[config.mk]
export PLATFORM = sky130hd
export DESIGN_NAME = pdo_port_d
export DESIGN_NICKNAME = d
export VERILOG_FILES = /design/src/inc/pdo_pkg.sv /design/src/inc/pdo_ovr_if.sv /design/src/design/pdo_pin_cell.sv /design/src/design/pdo_port_d.sv /design/src/design/pdo_sync.sv
export SDC_FILE = /design/constraint.sdc
export NUM_CORES = 1
export LEC_CHECK = 0
export BUFFER_PORTS_ARGS = -buffer_cell sky130_fd_sc_hd__buf_2
export CORE_ASPECT_RATIO = 1.5
export CORE_UTILIZATION = 45
export CTS_CLUSTER_SIZE = 25
export DETAILED_ROUTE_END_ITERATION = 8
export GPL_ROUTABILITY_DRIVEN = 0
export PLACE_DENSITY = 0.72
export SYNTH_ARGS = -nofsm -noshare
export SYNTH_HDL_FRONTEND = slang
export SYNTH_SLANG_ARGS = --single-unit
[constraint.sdc]
create_clock -name clk -period 1.2 [get_ports clk]
set_input_delay 0.06 -clock clk [delete_from_list [all_inputs] [get_ports clk]]
set_output_delay 0.06 -clock clk [all_outputs]
set_load 0.03 [all_outputs]
[src/inc/pdo_pkg.sv]
// Constants for the port D override block: register map, reset values,
// field positions and synchroniser depth.
// Assumes a single 25 MHz clock and a byte-wide register port.
`default_nettype none

package pdo_pkg;

  localparam int ADDR_W = 8;
  localparam int DATA_W = 8;
  localparam int PIN_LO = 1;
  localparam int PIN_HI = 7;

  ////////////////////////////////////////////////////////////////////////////
  // Register offsets, byte addresses.
  localparam logic [ADDR_W-1:0] OFS_DIR = 8'h00;
  localparam logic [ADDR_W-1:0] OFS_OUT = 8'h04;
  localparam logic [ADDR_W-1:0] OFS_PIN = 8'h08;
  localparam logic [ADDR_W-1:0] OFS_CTRL = 8'h0C;
  localparam logic [ADDR_W-1:0] OFS_IRQ_STAT = 8'h10;
  localparam logic [ADDR_W-1:0] OFS_IRQ_MASK = 8'h14;
  localparam logic [ADDR_W-1:0] OFS_DRIVE = 8'h18;

  ////////////////////////////////////////////////////////////////////////////
  // Reset values and fields.
  localparam logic [DATA_W-1:0] RST_DIR = 8'h00;
  localparam logic [DATA_W-1:0] RST_OUT = 8'h00;
  localparam logic [DATA_W-1:0] RST_CTRL = 8'h00;
  localparam logic [DATA_W-1:0] RST_IRQ = 8'h00;
  localparam int CTRL_PUD_BIT = 0;

  // Pin synchroniser depth.
  localparam int SYNC_STAGES = 3;

endpackage : pdo_pkg

`default_nettype wire
[src/inc/pdo_ovr_if.sv]
// Override bundle between the override logic and the pin cell.
// Assumes bits 7 to 1 of the port; bit 0 is not carried.
`timescale 1ns/1ps
`default_nettype none

interface pdo_ovr_if;
  logic [7:1] puoe;
  logic [7:1] puov;
  logic [7:1] ddoe;
  logic [7:1] ddov;
  logic [7:1] pvoe;
  logic [7:1] pvov;
  modport drv (output puoe, output puov, output ddoe, output ddov, output pvoe, output pvov);
  modport rcv (input puoe, input puov, input ddoe, input ddov, input pvoe, input pvov);
endinterface : pdo_ovr_if

`default_nettype wire

[src/design/pdo_pin_cell.sv]
// Pin cell: merges port registers with override signals into the pin
// enable, value and pull-up, all registered.
// Assumes override signals on the same clock.
`timescale 1ns/1ps
`default_nettype none

module pdo_pin_cell (
  input wire logic clk,
  input wire logic resetn,
  pdo_ovr_if.rcv ovr,
  input wire logic [7:1] dir,
  input wire logic [7:1] out_reg,
  input wire logic pud,
  output logic [7:1] pin_out,
  output logic [7:1] pin_oe,
  output logic [7:1] pin_pullup
);

  genvar i;
  generate
    for (i = 1; i <= 7; i++)
    begin : g_pin
      always_ff @(posedge clk or negedge resetn)
      begin
        if (!resetn)
        begin
          pin_oe[i] <= 1'b0;
          pin_out[i] <= 1'b0;
          pin_pullup[i] <= 1'b0;
        end
        else
        begin
          pin_oe[i] <= ovr.ddoe[i] ? ovr.ddov[i] : dir[i];
          pin_out[i] <= ovr.pvoe[i] ? ovr.pvov[i] : out_reg[i];
          pin_pullup[i] <= ovr.puoe[i] ? ovr.puov[i] : (~dir[i] & out_reg[i] & ~pud);
        end
      end
    end
  endgenerate

endmodule : pdo_pin_cell

`default_nettype wire

[src/design/pdo_port_d.sv]
// Port D upper seven pins with peripheral override, register port and
// pin-change interrupt.
// Assumes peripherals on the same clock; pins arrive asynchronously.
//
// Strobed register access and the register addresses were chosen for this implementation.
`timescale 1ns/1ps
`default_nettype none

module pdo_port_d (
  input wire logic clk,
  input wire logic resetn,
  input wire logic [pdo_pkg::ADDR_W-1:0] addr,
  input wire logic [pdo_pkg::DATA_W-1:0] wdata,
  input wire logic wr,
  input wire logic rd,
  output logic [pdo_pkg::DATA_W-1:0] rdata,
  output logic irq,
  input wire logic [7:1] pin_in,
  output logic [7:1] pin_out,
  output logic [7:1] pin_oe,
  output logic [7:1] pin_pullup,
  input wire logic tmr2_cmp_a_en,
  input wire logic tmr2_cmp_a_out,
  input wire logic tmr2_cmp_b_en,
  input wire logic tmr2_cmp_b_out,
  input wire logic tmr1_cmp_a_en,
  input wire logic tmr1_cmp_a_out,
  input wire logic tmr1_cmp_b_en,
  input wire logic tmr1_cmp_b_out,
  input wire logic ser2_sync_mode,
  input wire logic ser2_ext_clk_drv,
  input wire logic ser1_sync_mode,
  input wire logic ser1_ext_clk_drv,
  input wire logic spi_b_en,
  input wire logic spi_b_master,
  input wire logic spi_b_clk_drv,
  input wire logic ser1_tx_en,
  input wire logic ser1_tx,
  input wire logic ser1_rx_en,
  input wire logic ser0_tx_en,
  input wire logic ser0_tx,
  output logic tmr1_capture_in,
  output logic ser2_ext_clk,
  output logic ser1_ext_clk,
  output logic spi_b_clk,
  output logic spi_b_select_n,
  output logic ext_irq_one,
  output logic ext_irq_zero,
  output logic ser1_rx,
  output logic pin_chg_src_31,
  output logic pin_chg_src_30,
  output logic pin_chg_src_29,
  output logic pin_chg_src_28,
  output logic pin_chg_src_27,
  output logic pin_chg_src_26,
  output logic pin_chg_src_25
);

  import pdo_pkg::*;

  ////////////////////////////////////////////////////////////////////////////
  // Declarations.

  logic [DATA_W-1:0] dir_reg;
  logic [DATA_W-1:0] out_reg;
  logic [DATA_W-1:0] ctrl_reg;
  logic [DATA_W-1:0] irq_stat;
  logic [DATA_W-1:0] irq_mask;
  logic [DATA_W-1:0] next_irq_stat;
  logic [DATA_W-1:0] next_rdata;
  logic [DATA_W-1:0] clear_mask;
  logic [7:1] din;
  logic [7:1] din_prev;
  logic [7:1] pin_change;
  logic pud;
  logic spi_slave;
  logic spi_mast;

  pdo_ovr_if ovr ();

  assign pud = ctrl_reg[CTRL_PUD_BIT];
  assign spi_slave = spi_b_en & ~spi_b_master;
  assign spi_mast = spi_b_en & spi_b_master;

  ////////////////////////////////////////////////////////////////////////////
  // Input path.

  // Every pin passes one shared synchroniser, so all consumers agree.
  pdo_sync #(
    .W(7)
  ) u_sync (
    .clk(clk),
    .resetn(resetn),
    .async_in(pin_in),
    .level(din)
  );

  // Common input fan-out
  // The consumers below all read the same registered level in the same cycle.
  assign ser1_rx = din[2];

  assign tmr1_capture_in = din[6];

  // Low-active slave select
  // The far master selects the slave by driving this pin low.
  assign spi_b_select_n = din[6];

  assign spi_b_clk = din[7];

  assign ser2_ext_clk = din[7];

  assign ser1_ext_clk = din[4];

  assign ext_irq_one = din[3];

  assign ext_irq_zero = din[2];

  assign pin_chg_src_31 = din[7];
  assign pin_chg_src_30 = din[6];
  assign pin_chg_src_29 = din[5];
  assign pin_chg_src_28 = din[4];
  assign pin_chg_src_27 = din[3];
  assign pin_chg_src_26 = din[2];
  assign pin_chg_src_25 = din[1];

  ////////////////////////////////////////////////////////////////////////////
  // Override signals for bit 7.

  always_comb
  begin
    ovr.puoe[7] = 1'b0;
    ovr.puov[7] = 1'b0;
    ovr.ddoe[7] = 1'b0;
    ovr.ddov[7] = 1'b0;
    ovr.pvoe[7] = 1'b0;
    ovr.pvov[7] = 1'b0;
    // Slave forces input
    // The pull-up stays with the output register while forced to input.
    if (spi_slave)
    begin
      ovr.ddoe[7] = 1'b1;
      ovr.puoe[7] = 1'b1;
      ovr.puov[7] = out_reg[7] & ~pud;
    end
    if (spi_mast)
    begin
      ovr.pvoe[7] = 1'b1;
      ovr.pvov[7] = spi_b_clk_drv;
    end
    // Timer2 A output
    // Direction is not overridden, so it drives only with its direction set.
    else if (tmr2_cmp_a_en)
    begin
      ovr.pvoe[7] = 1'b1;
      ovr.pvov[7] = tmr2_cmp_a_out;
    end
    else if (ser2_sync_mode)
    begin
      ovr.pvoe[7] = 1'b1;
      ovr.pvov[7] = ser2_ext_clk_drv;
    end
  end

  ////////////////////////////////////////////////////////////////////////////
  // Override signals for bit 6.

  always_comb
  begin
    ovr.puoe[6] = 1'b0;
    ovr.puov[6] = 1'b0;
    ovr.ddoe[6] = 1'b0;
    ovr.ddov[6] = 1'b0;
    ovr.pvoe[6] = 1'b0;
    ovr.pvov[6] = 1'b0;
    if (spi_slave)
    begin
      ovr.ddoe[6] = 1'b1;
      ovr.puoe[6] = 1'b1;
      ovr.puov[6] = out_reg[6] & ~pud;
    end
    if (tmr2_cmp_b_en)
    begin
      ovr.pvoe[6] = 1'b1;
      ovr.pvov[6] = tmr2_cmp_b_out;
    end
  end

  ////////////////////////////////////////////////////////////////////////////
  // Override signals for bits 5 and 4.

  always_comb
  begin
    ovr.puoe[5] = 1'b0;
    ovr.puov[5] = 1'b0;
    ovr.ddoe[5] = 1'b0;
    ovr.ddov[5] = 1'b0;
    ovr.pvoe[5] = tmr1_cmp_a_en;
    ovr.pvov[5] = tmr1_cmp_a_out;
  end

  always_comb
  begin
    ovr.puoe[4] = 1'b0;
    ovr.puov[4] = 1'b0;
    ovr.ddoe[4] = 1'b0;
    ovr.ddov[4] = 1'b0;
    ovr.pvoe[4] = 1'b0;
    ovr.pvov[4] = 1'b0;
    // Timer1 B then serial1 clock
    // The timer wins when both are on; software should enable only one.
    if (tmr1_cmp_b_en)
    begin
      ovr.pvoe[4] = 1'b1;
      ovr.pvov[4] = tmr1_cmp_b_out;
    end
    else if (ser1_sync_mode)
    begin
      ovr.pvoe[4] = 1'b1;
      ovr.pvov[4] = ser1_ext_clk_drv;
    end
  end

  ////////////////////////////////////////////////////////////////////////////
  // Override signals for bits 3 to 1.

  always_comb
  begin
    ovr.puoe[3] = ser1_tx_en;
    ovr.puov[3] = 1'b0;
    ovr.ddoe[3] = ser1_tx_en;
    ovr.ddov[3] = 1'b1;
    ovr.pvoe[3] = ser1_tx_en;
    ovr.pvov[3] = ser1_tx;
  end

  always_comb
  begin
    // Receiver forces input
    // The pull-up is left to the bit 2 output register.
    ovr.puoe[2] = ser1_rx_en;
    ovr.puov[2] = out_reg[2] & ~pud;
    ovr.ddoe[2] = ser1_rx_en;
    ovr.ddov[2] = 1'b0;
    ovr.pvoe[2] = 1'b0;
    ovr.pvov[2] = 1'b0;
  end

  always_comb
  begin
    ovr.puoe[1] = ser0_tx_en;
    ovr.puov[1] = 1'b0;
    ovr.ddoe[1] = ser0_tx_en;
    ovr.ddov[1] = 1'b1;
    ovr.pvoe[1] = ser0_tx_en;
    ovr.pvov[1] = ser0_tx;
  end

  ////////////////////////////////////////////////////////////////////////////
  // Pin cell.

  pdo_pin_cell u_cell (
    .clk(clk),
    .resetn(resetn),
    .ovr(ovr.rcv),
    .dir(dir_reg[7:1]),
    .out_reg(out_reg[7:1]),
    .pud(pud),
    .pin_out(pin_out),
    .pin_oe(pin_oe),
    .pin_pullup(pin_pullup)
  );

  ////////////////////////////////////////////////////////////////////////////
  // Software registers.

  always_ff @(posedge clk or negedge resetn)
  begin
    if (!resetn)
      dir_reg <= RST_DIR;
    else if (wr && addr == OFS_DIR)
      dir_reg <= {wdata[7:1], 1'b0};
  end

  always_ff @(posedge clk or negedge resetn)
  begin
    if (!resetn)
      out_reg <= RST_OUT;
    else if (wr && addr == OFS_OUT)
      out_reg <= {wdata[7:1], 1'b0};
  end

  always_ff @(posedge clk or negedge resetn)
  begin
    if (!resetn)
      ctrl_reg <= RST_CTRL;
    else if (wr && addr == OFS_CTRL)
      ctrl_reg <= {7'h00, wdata[CTRL_PUD_BIT]};
  end

  always_ff @(posedge clk or negedge resetn)
  begin
    if (!resetn)
      irq_mask <= RST_IRQ;
    else if (wr && addr == OFS_IRQ_MASK)
      irq_mask <= {wdata[7:1], 1'b0};
  end

  ////////////////////////////////////////////////////////////////////////////
  // Pin-change interrupt.

  always_ff @(posedge clk or negedge resetn)
  begin
    if (!resetn)
      din_prev <= 7'h00;
    else
      din_prev <= din;
  end

  assign pin_change = din ^ din_prev;
  assign clear_mask = (wr && addr == OFS_IRQ_STAT) ? wdata : 8'h00;

  // A change that lands with a clear of the same bit still sets it.
  always_comb
  begin
    next_irq_stat = (irq_stat & ~clear_mask) | {pin_change, 1'b0};
  end

  always_ff @(posedge clk or negedge resetn)
  begin
    if (!resetn)
      irq_stat <= RST_IRQ;
    else
      irq_stat <= next_irq_stat;
  end

  always_ff @(posedge clk or negedge resetn)
  begin
    if (!resetn)
      irq <= 1'b0;
    else
      irq <= |(next_irq_stat & irq_mask);
  end

  ////////////////////////////////////////////////////////////////////////////
  // Read path.

  always_comb
  begin
    next_rdata = 8'h00;
    if (rd)
    begin
      case (addr)
        OFS_DIR: next_rdata = dir_reg;
        OFS_OUT: next_rdata = out_reg;
        OFS_PIN: next_rdata = {din, 1'b0};
        OFS_CTRL: next_rdata = ctrl_reg;
        OFS_IRQ_STAT: next_rdata = irq_stat;
        OFS_IRQ_MASK: next_rdata = irq_mask;
        OFS_DRIVE: next_rdata = {pin_oe, 1'b0};
        default: next_rdata = 8'h00;
      endcase
    end
  end

  // Read data stand for exactly one cycle, zero otherwise.
  always_ff @(posedge clk or negedge resetn)
  begin
    if (!resetn)
      rdata <= 8'h00;
    else
      rdata <= next_rdata;
  end

endmodule : pdo_port_d

`default_nettype wire

[src/design/pdo_sync.sv]
// Three-stage input synchroniser with agreement filter.
// Assumes asynchronous inputs; output changes only when stages two and
// three agree.
`timescale 1ns/1ps
`default_nettype none

module pdo_sync #(
  parameter int W = 7
) (
  input wire logic clk,
  input wire logic resetn,
  input wire logic [W-1:0] async_in,
  output logic [W-1:0] level
);

  logic [W-1:0] stage1;
  logic [W-1:0] stage2;
  logic [W-1:0] stage3;

  always_ff @(posedge clk or negedge resetn)
  begin
    if (!resetn)
    begin
      stage1 <= '0;
      stage2 <= '0;
      stage3 <= '0;
    end
    else
    begin
      stage1 <= async_in;
      stage2 <= stage1;
      stage3 <= stage2;
    end
  end

  // Only the agreeing later stages are looked at, never the first.
  genvar i;
  generate
    for (i = 0; i < W; i++)
    begin : g_bit
      always_ff @(posedge clk or negedge resetn)
      begin
        if (!resetn)
          level[i] <= 1'b0;
        else if (stage2[i] == stage3[i])
          level[i] <= stage3[i];
      end
    end
  endgenerate

endmodule : pdo_sync

`default_nettype wire

==> results of run 1 <==
[power breakdown]
part           internal, mW  switching (mW)  total [mW]  leakage (nW)
combinational         0.483           0.552        1.04          1.28
clock                  1.67            1.12        2.79         0.140
sequential             3.37           0.109        3.48          1.18
total                  5.52            1.78        7.31          2.61
[area by class of cell]
cell class / instances / area, um^2 / area share [%]
Clock buffer: 13 / 250.2 / 4.645
Clock inverter: 3 / 42.54 / 0.7896
Inverter: 8 / 30.03 / 0.5574
Multi-Input combinational cell: 147 / 1399 / 25.96
Sequential cell: 95 / 2385 / 44.26
Tap cell: 105 / 131.4 / 2.438
Timing Repair Buffer: 167 / 1150 / 21.34
[critical path, stage by stage]
cell and delay [ns]:
sky130_fd_sc_hd__buf_6 0.09, sky130_fd_sc_hd__or4_4 0.54, sky130_fd_sc_hd__or4b_4 0.65, sky130_fd_sc_hd__mux2_4 0.34
[placed cells by master (no fill, tap or decap), types with 3 or more instances in the layout]
cell and instances:
sky130_fd_sc_hd__dfrtp_1 89, sky130_fd_sc_hd__o22ai_1 4, sky130_fd_sc_hd__o21a_1 6, sky130_fd_sc_hd__dlygate4sd3_1 24, sky130_fd_sc_hd__buf_12 3, sky130_fd_sc_hd__buf_4 47, sky130_fd_sc_hd__nand4_1 9, sky130_fd_sc_hd__mux2_2 22
sky130_fd_sc_hd__maj3_1 7, sky130_fd_sc_hd__a22oi_1 6, sky130_fd_sc_hd__dfrtp_2 6, sky130_fd_sc_hd__and2_1 8, sky130_fd_sc_hd__o21ai_0 3, sky130_fd_sc_hd__mux4_2 6, sky130_fd_sc_hd__nand2_1 6, sky130_fd_sc_hd__buf_2 88
sky130_fd_sc_hd__or2_2 3, sky130_fd_sc_hd__buf_6 5, sky130_fd_sc_hd__mux2_4 7, sky130_fd_sc_hd__xnor2_2 4, sky130_fd_sc_hd__inv_1 8, sky130_fd_sc_hd__clkbuf_1 3, sky130_fd_sc_hd__a21boi_0 4, sky130_fd_sc_hd__nor3b_1 7
sky130_fd_sc_hd__clkbuf_16 9, sky130_fd_sc_hd__nor2b_1 6
[kinds of logic (layout without fill, tap and decap cells)]
group           Yosys count  count (layout)  share of synthesized area, %
flops                    95              95                         62.81
simple gates             56              56                         9.454
compound gates           38              38                         7.074
mux                      37              37                         13.42
buf+inv                  21             191                         3.306
xor+xnor                  9               9                         2.082
fa+ha+maj                 7               7                         1.851
[per-stage QoR]
stage / total power, mW / area [um^2] / setup slack [ns]
3_3_place_gp: 4.445 / 4707 / -0.6467
5_1_grt: 7.574 / 5388 / -0.2559
6_report: 7.307 / 5388 / -0.2482
2_1_floorplan: 4.042 / 3850 / -0.4944
3_5_place_dp: 4.466 / 4707 / -0.6927
4_1_cts: 7.351 / 5296 / -0.2569
[timing repair]
action / 4_1_cts / 5_1_grt
setup endpoints to repair: 17 / 29
buffers inserted: 2 / 5
resized for setup: 8 / 14
gates cloned: 0 / 0
hold buffers: 24 / 0
pin swaps: 5 / 11
hold endpoints to repair: 119 / 0
[per-layer routing]
layer | vias to the layer above | wire, um | track usage, %
met5 | - | 0 | 0
met4 | 0 | 226 | 12.31
met3 | 17 | 302 | 3.426
met2 | 85 | 4533 | 37.08
met1 | 1384 | 3736 | 26.51
li1 | 1275 | - | -
[how the worst max path moves through the flow]
stage	to	slack (ns)	cells past startpoint	startpoint
floorplan	dir_reg[1]$_DFFE_PN0P_	-0.49	5	addr[4]
global placement	dir_reg[1]$_DFFE_PN0P_	-0.65	5	addr[5]
detailed placement	dir_reg[3]$_DFFE_PN0P_	-0.69	5	addr[5]
CTS	dir_reg[3]$_DFFE_PN0P_	-0.26	5	addr[4]
global route	dir_reg[1]$_DFFE_PN0P_	-0.26	4	addr[4]
finish	dir_reg[3]$_DFFE_PN0P_	-0.25	4	addr[4]
==> impl_metrics.tcl, run 1 <==
set metrics [dict create \
    synthesis.instances 263 \
    worst_r2r_startpoint "din_prev[1]$_DFF_PN0_" \
    cts_root_buf "sky130_fd_sc_hd__clkbuf_16" \
    timing.hold.ws_ns 0.01426 \
    cts-buffers-inserted 9 \
    initial_utilization_pct 46.97 \
    cellPowerDensity_nw_per_um2 1356 \
    reg2reg_depth 4 \
    ys_seq_elements 95 \
    post_detail_place_hpwl_um 6025 \
    drt-total-wl_um 8799 \
    ant_diodes 0 \
    ant_nets 0 \
    synth.largest_area_cell "sky130_fd_sc_hd__dfrtp_1" \
    timing.max_slew.rel_slack_pct 69.95 \
    vdd_drop_max_mv 1.228 \
    chipWidth_um 76.88 \
    final_period_minus_worst_setup_slack_ns 1.448 \
    worstSkewPairLatency_ns 0.34 \
    reg_top3 "irq_stat x8, rdata x8" \
    rows 40 \
    grt_start_max_net_pins 40 \
    clk_pin_slew_worst_setup_hold_paths_ns 0.06 \
    timing.final.crit_share_pct 120.7 \
    fmax_mhz 690.5 \
    worstPathMaxFanout 7 \
    cts-root-to-sink-buffers 2 \
    cts_sinks 95 \
    worst-endpoint-arrival_ns 1.67 \
    finish.net_count 475 \
    grt_pass1_wl_um 14280 \
    track_usage_pct 21.84 \
    yosysSeqAreaShare_pct 62.81 \
    setup_tns_ns -3.646 \
    hold_viol 0 \
    vias_in_the_first_global_route 2927 \
    setup_violations 24 \
    top_level_port_count 92 \
    hold_class "input pin to flop" \
    antenna_violations_before_repair 0 \
    drt_iter0_drc 183 \
    async_reset_ff_share_pct 100.0 \
    timing.reg2reg.setup_slack_ns -0.10 \
    post_synth_main_area_contributors "sky130_fd_sc_hd__dfrtp_1 (63%), sky130_fd_sc_hd__mux2_2 (6.5%), sky130_fd_sc_hd__mux4_2 (3.6%)" \
    run_status "finished, violations left" \
    drt_drc_violations_left 0 \
    worst-setup-path-type "input pin to flop" \
    final-instance-count-excl-fill 538 \
    fill_cells 618 \
    violations "setup timing" \
    count_of_vias_placed_by_the_detailed_router 2761 \
    die_area_um2 8789 \
    detail_route.wl_per_cell_um 16.36 \
    setup_repair_after_global_routing_missed_its_margin "yes" \
    core_um2 8058 \
    placed_cells_incl_taps 492 \
    routed_via_density 5.132 \
    power.static_leakage_nw 2.605 \
    utilization_pct 66.86 \
    slew_viol_final 0 \
    hold-path-endpoint "dir_reg[2]$_DFFE_PN0P_" \
    r2r_end "irq$_DFF_PN0_" \
    synth-edff-count 0 \
    layout_setup_ws_ns -0.2482 \
    area_growth_syn_to_layout_pct 42.35 \
    crit_path_end_kind "flop" \
    finalClockSkew_ns 0.007316 \
    postSynthNetCount 310 \
    crit_required_ns 1.43 \
    synthDistinctLibCells 42 \
    worst_hold_path_stage_count 2 \
    warnings_from_yosys 0 \
    cts_tree "built" \
    min_from "wdata[2]" \
    max_cap_viol_count 0 \
    overflow_left_after_global_routing 0 \
    floorplan.die.height_um 114.3 \
    synth.most_common_cell "sky130_fd_sc_hd__dfrtp_1" \
    syn-cell-area_um2 3785 \
    setup.worst_path.start_class "input pin" \
    place.port_buffers 91 \
    synth_area_per_cell_um2 14.39 \
    worst-slew-pin-transition_ns 0.4508 \
    synth_top_area_share_pct 62.81 \
    post_route_cells_drive_above_1_share_pct 51.04 \
    h-tree-depth 3 \
    drtPass1Iterations 4 \
    synth.top_cells.by_count "sky130_fd_sc_hd__dfrtp_1 (95), sky130_fd_sc_hd__mux2_2 (22), sky130_fd_sc_hd__and2_1 (9), sky130_fd_sc_hd__nand4_1 (9)" \
    flip_flop_cell_with_the_highest_count_after_synthesis "sky130_fd_sc_hd__dfrtp_1" \
]
Note: power is estimated with default switching activity, not from simulation.
==> run 2, diff against run 1 <==
Settings changed: CTS_BUF_LIST set to sky130_fd_sc_hd__clkbuf_4 sky130_fd_sc_hd__clkbuf_8, HOLD_SLACK_MARGIN set to 0.05, SYNTH_HIERARCHICAL set to 1.
==> impl_metrics.tcl, run 2 <==
set metrics [dict create \
    cellPowerDensity_nw_per_um2 1203 \
    routed_via_density 5.257 \
    worst_path_largest_cell_delay_ns 0.39 \
    rows 41 \
    post_synth_fa_ha_maj_area_fraction_pct 2.047 \
    worstSkewPairLatency_ns 0.37 \
    chipWidth_um 77.54 \
    fmax_mhz 736.5 \
    ys_seq_elements 95 \
    warnings_from_yosys 6 \
    cts-buffers-inserted 9 \
    synthesis.instances 305 \
    clk_pin_slew_worst_setup_hold_paths_ns 0.09 \
    detail_route.wl_per_cell_um 16.08 \
    cts_tree "built" \
    worst_hold_path_stage_count 5 \
    synth.largest_area_cell "sky130_fd_sc_hd__dfrtp_1" \
    ant_diodes 0 \
    flip_flop_cell_with_the_highest_count_after_synthesis "sky130_fd_sc_hd__dfrtp_1" \
    worst-path-stages 4 \
    synth_simple_gate_area_share_pct 10.85 \
    ant_nets 0 \
    crit_buf_inv 0 \
    hold_class "input pin to flop" \
    post_route_cells_drive_above_1_share_pct 44.65 \
    initial_utilization_pct 46.06 \
    crit_path_end_kind "flop" \
    core_um2 8362 \
    vdd_drop_max_mv 0.8196 \
    worst-endpoint-arrival_ns 1.61 \
    synth_area_per_cell_um2 12.63 \
    place.port_buffers 91 \
    synth.most_common_cell "sky130_fd_sc_hd__dfrtp_1" \
    drtPass1Iterations 4 \
    switching_share_pct 26.37 \
    cts-root-to-sink-buffers 2 \
    h-tree-depth 3 \
    layout_setup_ws_ns -0.1578 \
    worstPathMaxFanout 3 \
    timing.final.crit_share_pct 113.2 \
    syn-cell-area_um2 3851 \
    antenna_violations_before_repair 0 \
    die_area_um2 8940 \
    power_frac_comb_pct 16.3 \
    synth-edff-count 0 \
    run_status "finished, violations left" \
    hold_viol 0 \
    drt-total-wl_um 9680 \
    synth_top_area_share_pct 61.73 \
    critical_path.cell_chain "xor2_1 > nor4_2 > o22ai_1 > a2111o_1" \
    power.static_leakage_nw 2.615 \
    async_reset_ff_share_pct 100.0 \
    synth.top_cells.by_count "sky130_fd_sc_hd__dfrtp_1 (95), sky130_fd_sc_hd__mux2_2 (34), sky130_fd_sc_hd__nand2_1 (33)" \
    top_level_port_count 92 \
    grt_start_max_net_pins 44 \
    final_common_cell "sky130_fd_sc_hd__dfrtp_1" \
    power_frac_seq_pct 52.2 \
    cp_slowest_cell "sky130_fd_sc_hd__dfrtp_1" \
    layout.cells.most_common_list "sky130_fd_sc_hd__dfrtp_1 (94), sky130_fd_sc_hd__buf_2 (83), sky130_fd_sc_hd__buf_4 (43)" \
    yosys.area_share.xor_xnor_pct 1.592 \
    drt_drc_violations_left 0 \
    post_dp_cell_area_um2 4803 \
    setup.worst_path.start_class "flop" \
    placed_cells_incl_taps 549 \
    yosysSeqAreaShare_pct 61.73 \
    synth.area.mux_share_pct 10.46 \
    count_of_vias_placed_by_the_detailed_router 3165 \
    pwr-share-clk_pct 31.5 \
    crit_required_ns 1.46 \
    overflow_left_after_global_routing 0 \
    max_cap_viol_count 0 \
    synth_compound_gate_area_share_pct 10.04 \
    internal_power_mw 4.889 \
    final_period_minus_worst_setup_slack_ns 1.358 \
    floorplan.die.height_um 115.3 \
    slew_viol_final 0 \
    worst-setup-path-type "flop to flop" \
    grt_pass1_wl_um 15300 \
    synthDistinctLibCells 37 \
    drt_iter0_drc 257 \
    post_synth_main_area_contributors "sky130_fd_sc_hd__dfrtp_1 (62%), sky130_fd_sc_hd__mux2_2 (9.9%), sky130_fd_sc_hd__nand2_1 (3.2%)" \
    main_combinational_cell_family_by_area_after_synthesis "simple AND/OR/NAND/NOR gates" \
    cts_sinks 95 \
    setup_repair_after_global_routing_missed_its_margin "yes" \
    area_growth_syn_to_layout_pct 43.27 \
    fill_cells 617 \
    cts_root_buf "sky130_fd_sc_hd__clkbuf_8" \
    finish.net_count 537 \
    post_detail_place_hpwl_um 6401 \
    critPathTopFamily "compound AO/OA/AOI/OAI gates" \
    netSwitchingPower_mw 1.751 \
    vias_in_the_first_global_route 3171 \
    final_cell_area_um2 5518 \
    final-instance-count-excl-fill 602 \
    violations "setup timing" \
    reg2reg_depth 4 \
    finalClockSkew_ns 0.01328 \
    track_usage_pct 22.80 \
    reg_top3 "irq_stat x8, rdata x8" \
    setup_violations 13 \
]
[run 2: path summary, 6_finish.rpt]
check,from,to,slack (ns)
worst min register to register,u_sync/stage1[5]$_DFF_PN0_,u_sync/stage2[5]$_DFF_PN0_,0.35
min in group asynchronous,resetn,u_cell/pin_out[7]$_DFF_PN0_,0.11
worst max-delay path,u_sync/level[6]$_DFFE_PN0N_,irq$_DFF_PN0_,-0.16
worst min-delay path,ser1_ext_clk_drv,u_cell/pin_out[4]$_DFF_PN0_,0.06
worst max register to register,u_sync/level[6]$_DFFE_PN0N_,irq$_DFF_PN0_,-0.16
max in group asynchronous,resetn,din_prev[4]$_DFF_PN0_,0.59
[run 2: layout make-up]
| type | instances | area, um^2 | share of cell area [%] |
|---|---|---|---|
| flip-flops and latches | 95 | 2379 | 43.11 |
| multi-input cells | 208 | 1580 | 28.64 |
| repair buffers | 168 | 1197 | 21.70 |
| clock buffers | 12 | 152.6 | 2.766 |
| well taps | 107 | 133.9 | 2.426 |
| clock inverters | 4 | 45.04 | 0.8163 |
| inverters | 8 | 30.03 | 0.5442 |
[run 2: metrics by stage]
stage          setup TNS (ns)  utilization (%)  setup slack (ns)  hold slack [ns]  power (mW)
6_report              -0.6381            65.99           -0.1578          0.06020       6.640
5_1_grt                -1.110            65.99           -0.2384          0.08017       6.953
4_1_cts               -0.2206            64.36           -0.1606          0.05006       6.664
3_5_place_dp           -15.97            57.44           -0.5405         -0.05022       4.454
3_3_place_gp           -14.82            57.44           -0.4775         -0.05207       4.423
2_1_floorplan          -10.57                -           -0.4581          -0.2356       4.023
[run 2: cell families after synthesis]
group	count (synthesis)
AOI/OAI and AO/OA	58
buffers and inverters	22
other	2
and+or+nand+nor	78
muxes	36
DFF	95
xor gates and xnor gates	7
adders and majority gates	7
[run 2: routing by layer]
metal / GRT usage (%) / share of wire, %
met5: 0 / 0
met4: 11.57 / 3.1
met3: 5.000 / 5.7
met2: 39.23 / 52
met1: 26.79 / 39
[run 2: what timing repair did]
| action | CTS | global route |
|---|---|---|
| gates cloned | 1 | 1 |
| hold endpoints to repair | 138 | 0 |
| endpoints found under the setup margin | 23 | 35 |
| hold buffers | 31 | 0 |
| pin swaps | 8 | 10 |
| buffers inserted | 1 | 4 |
| gates resized for setup | 15 | 29 |
[run 2: tightest hold or removal path, stage by stage]
cell and delay [ns]:
sky130_fd_sc_hd__buf_2 0.09, sky130_fd_sc_hd__nand2_1 0.05, sky130_fd_sc_hd__o21ai_0 0.06, sky130_fd_sc_hd__nand2_1 0.05
sky130_fd_sc_hd__o21ai_0 0.07
[run 2: power by group through the flow]
stage / Sequential (mW) / Combinational, mW / Clock [mW]
CTS: 3.46 / 1.05 / 2.16
global placement: 3.51 / 0.909 / 0
finish: 3.47 / 1.08 / 2.09
global route: 3.48 / 1.17 / 2.29
detailed placement: 3.52 / 0.932 / 0
floorplan: 3.67 / 0.353 / 0
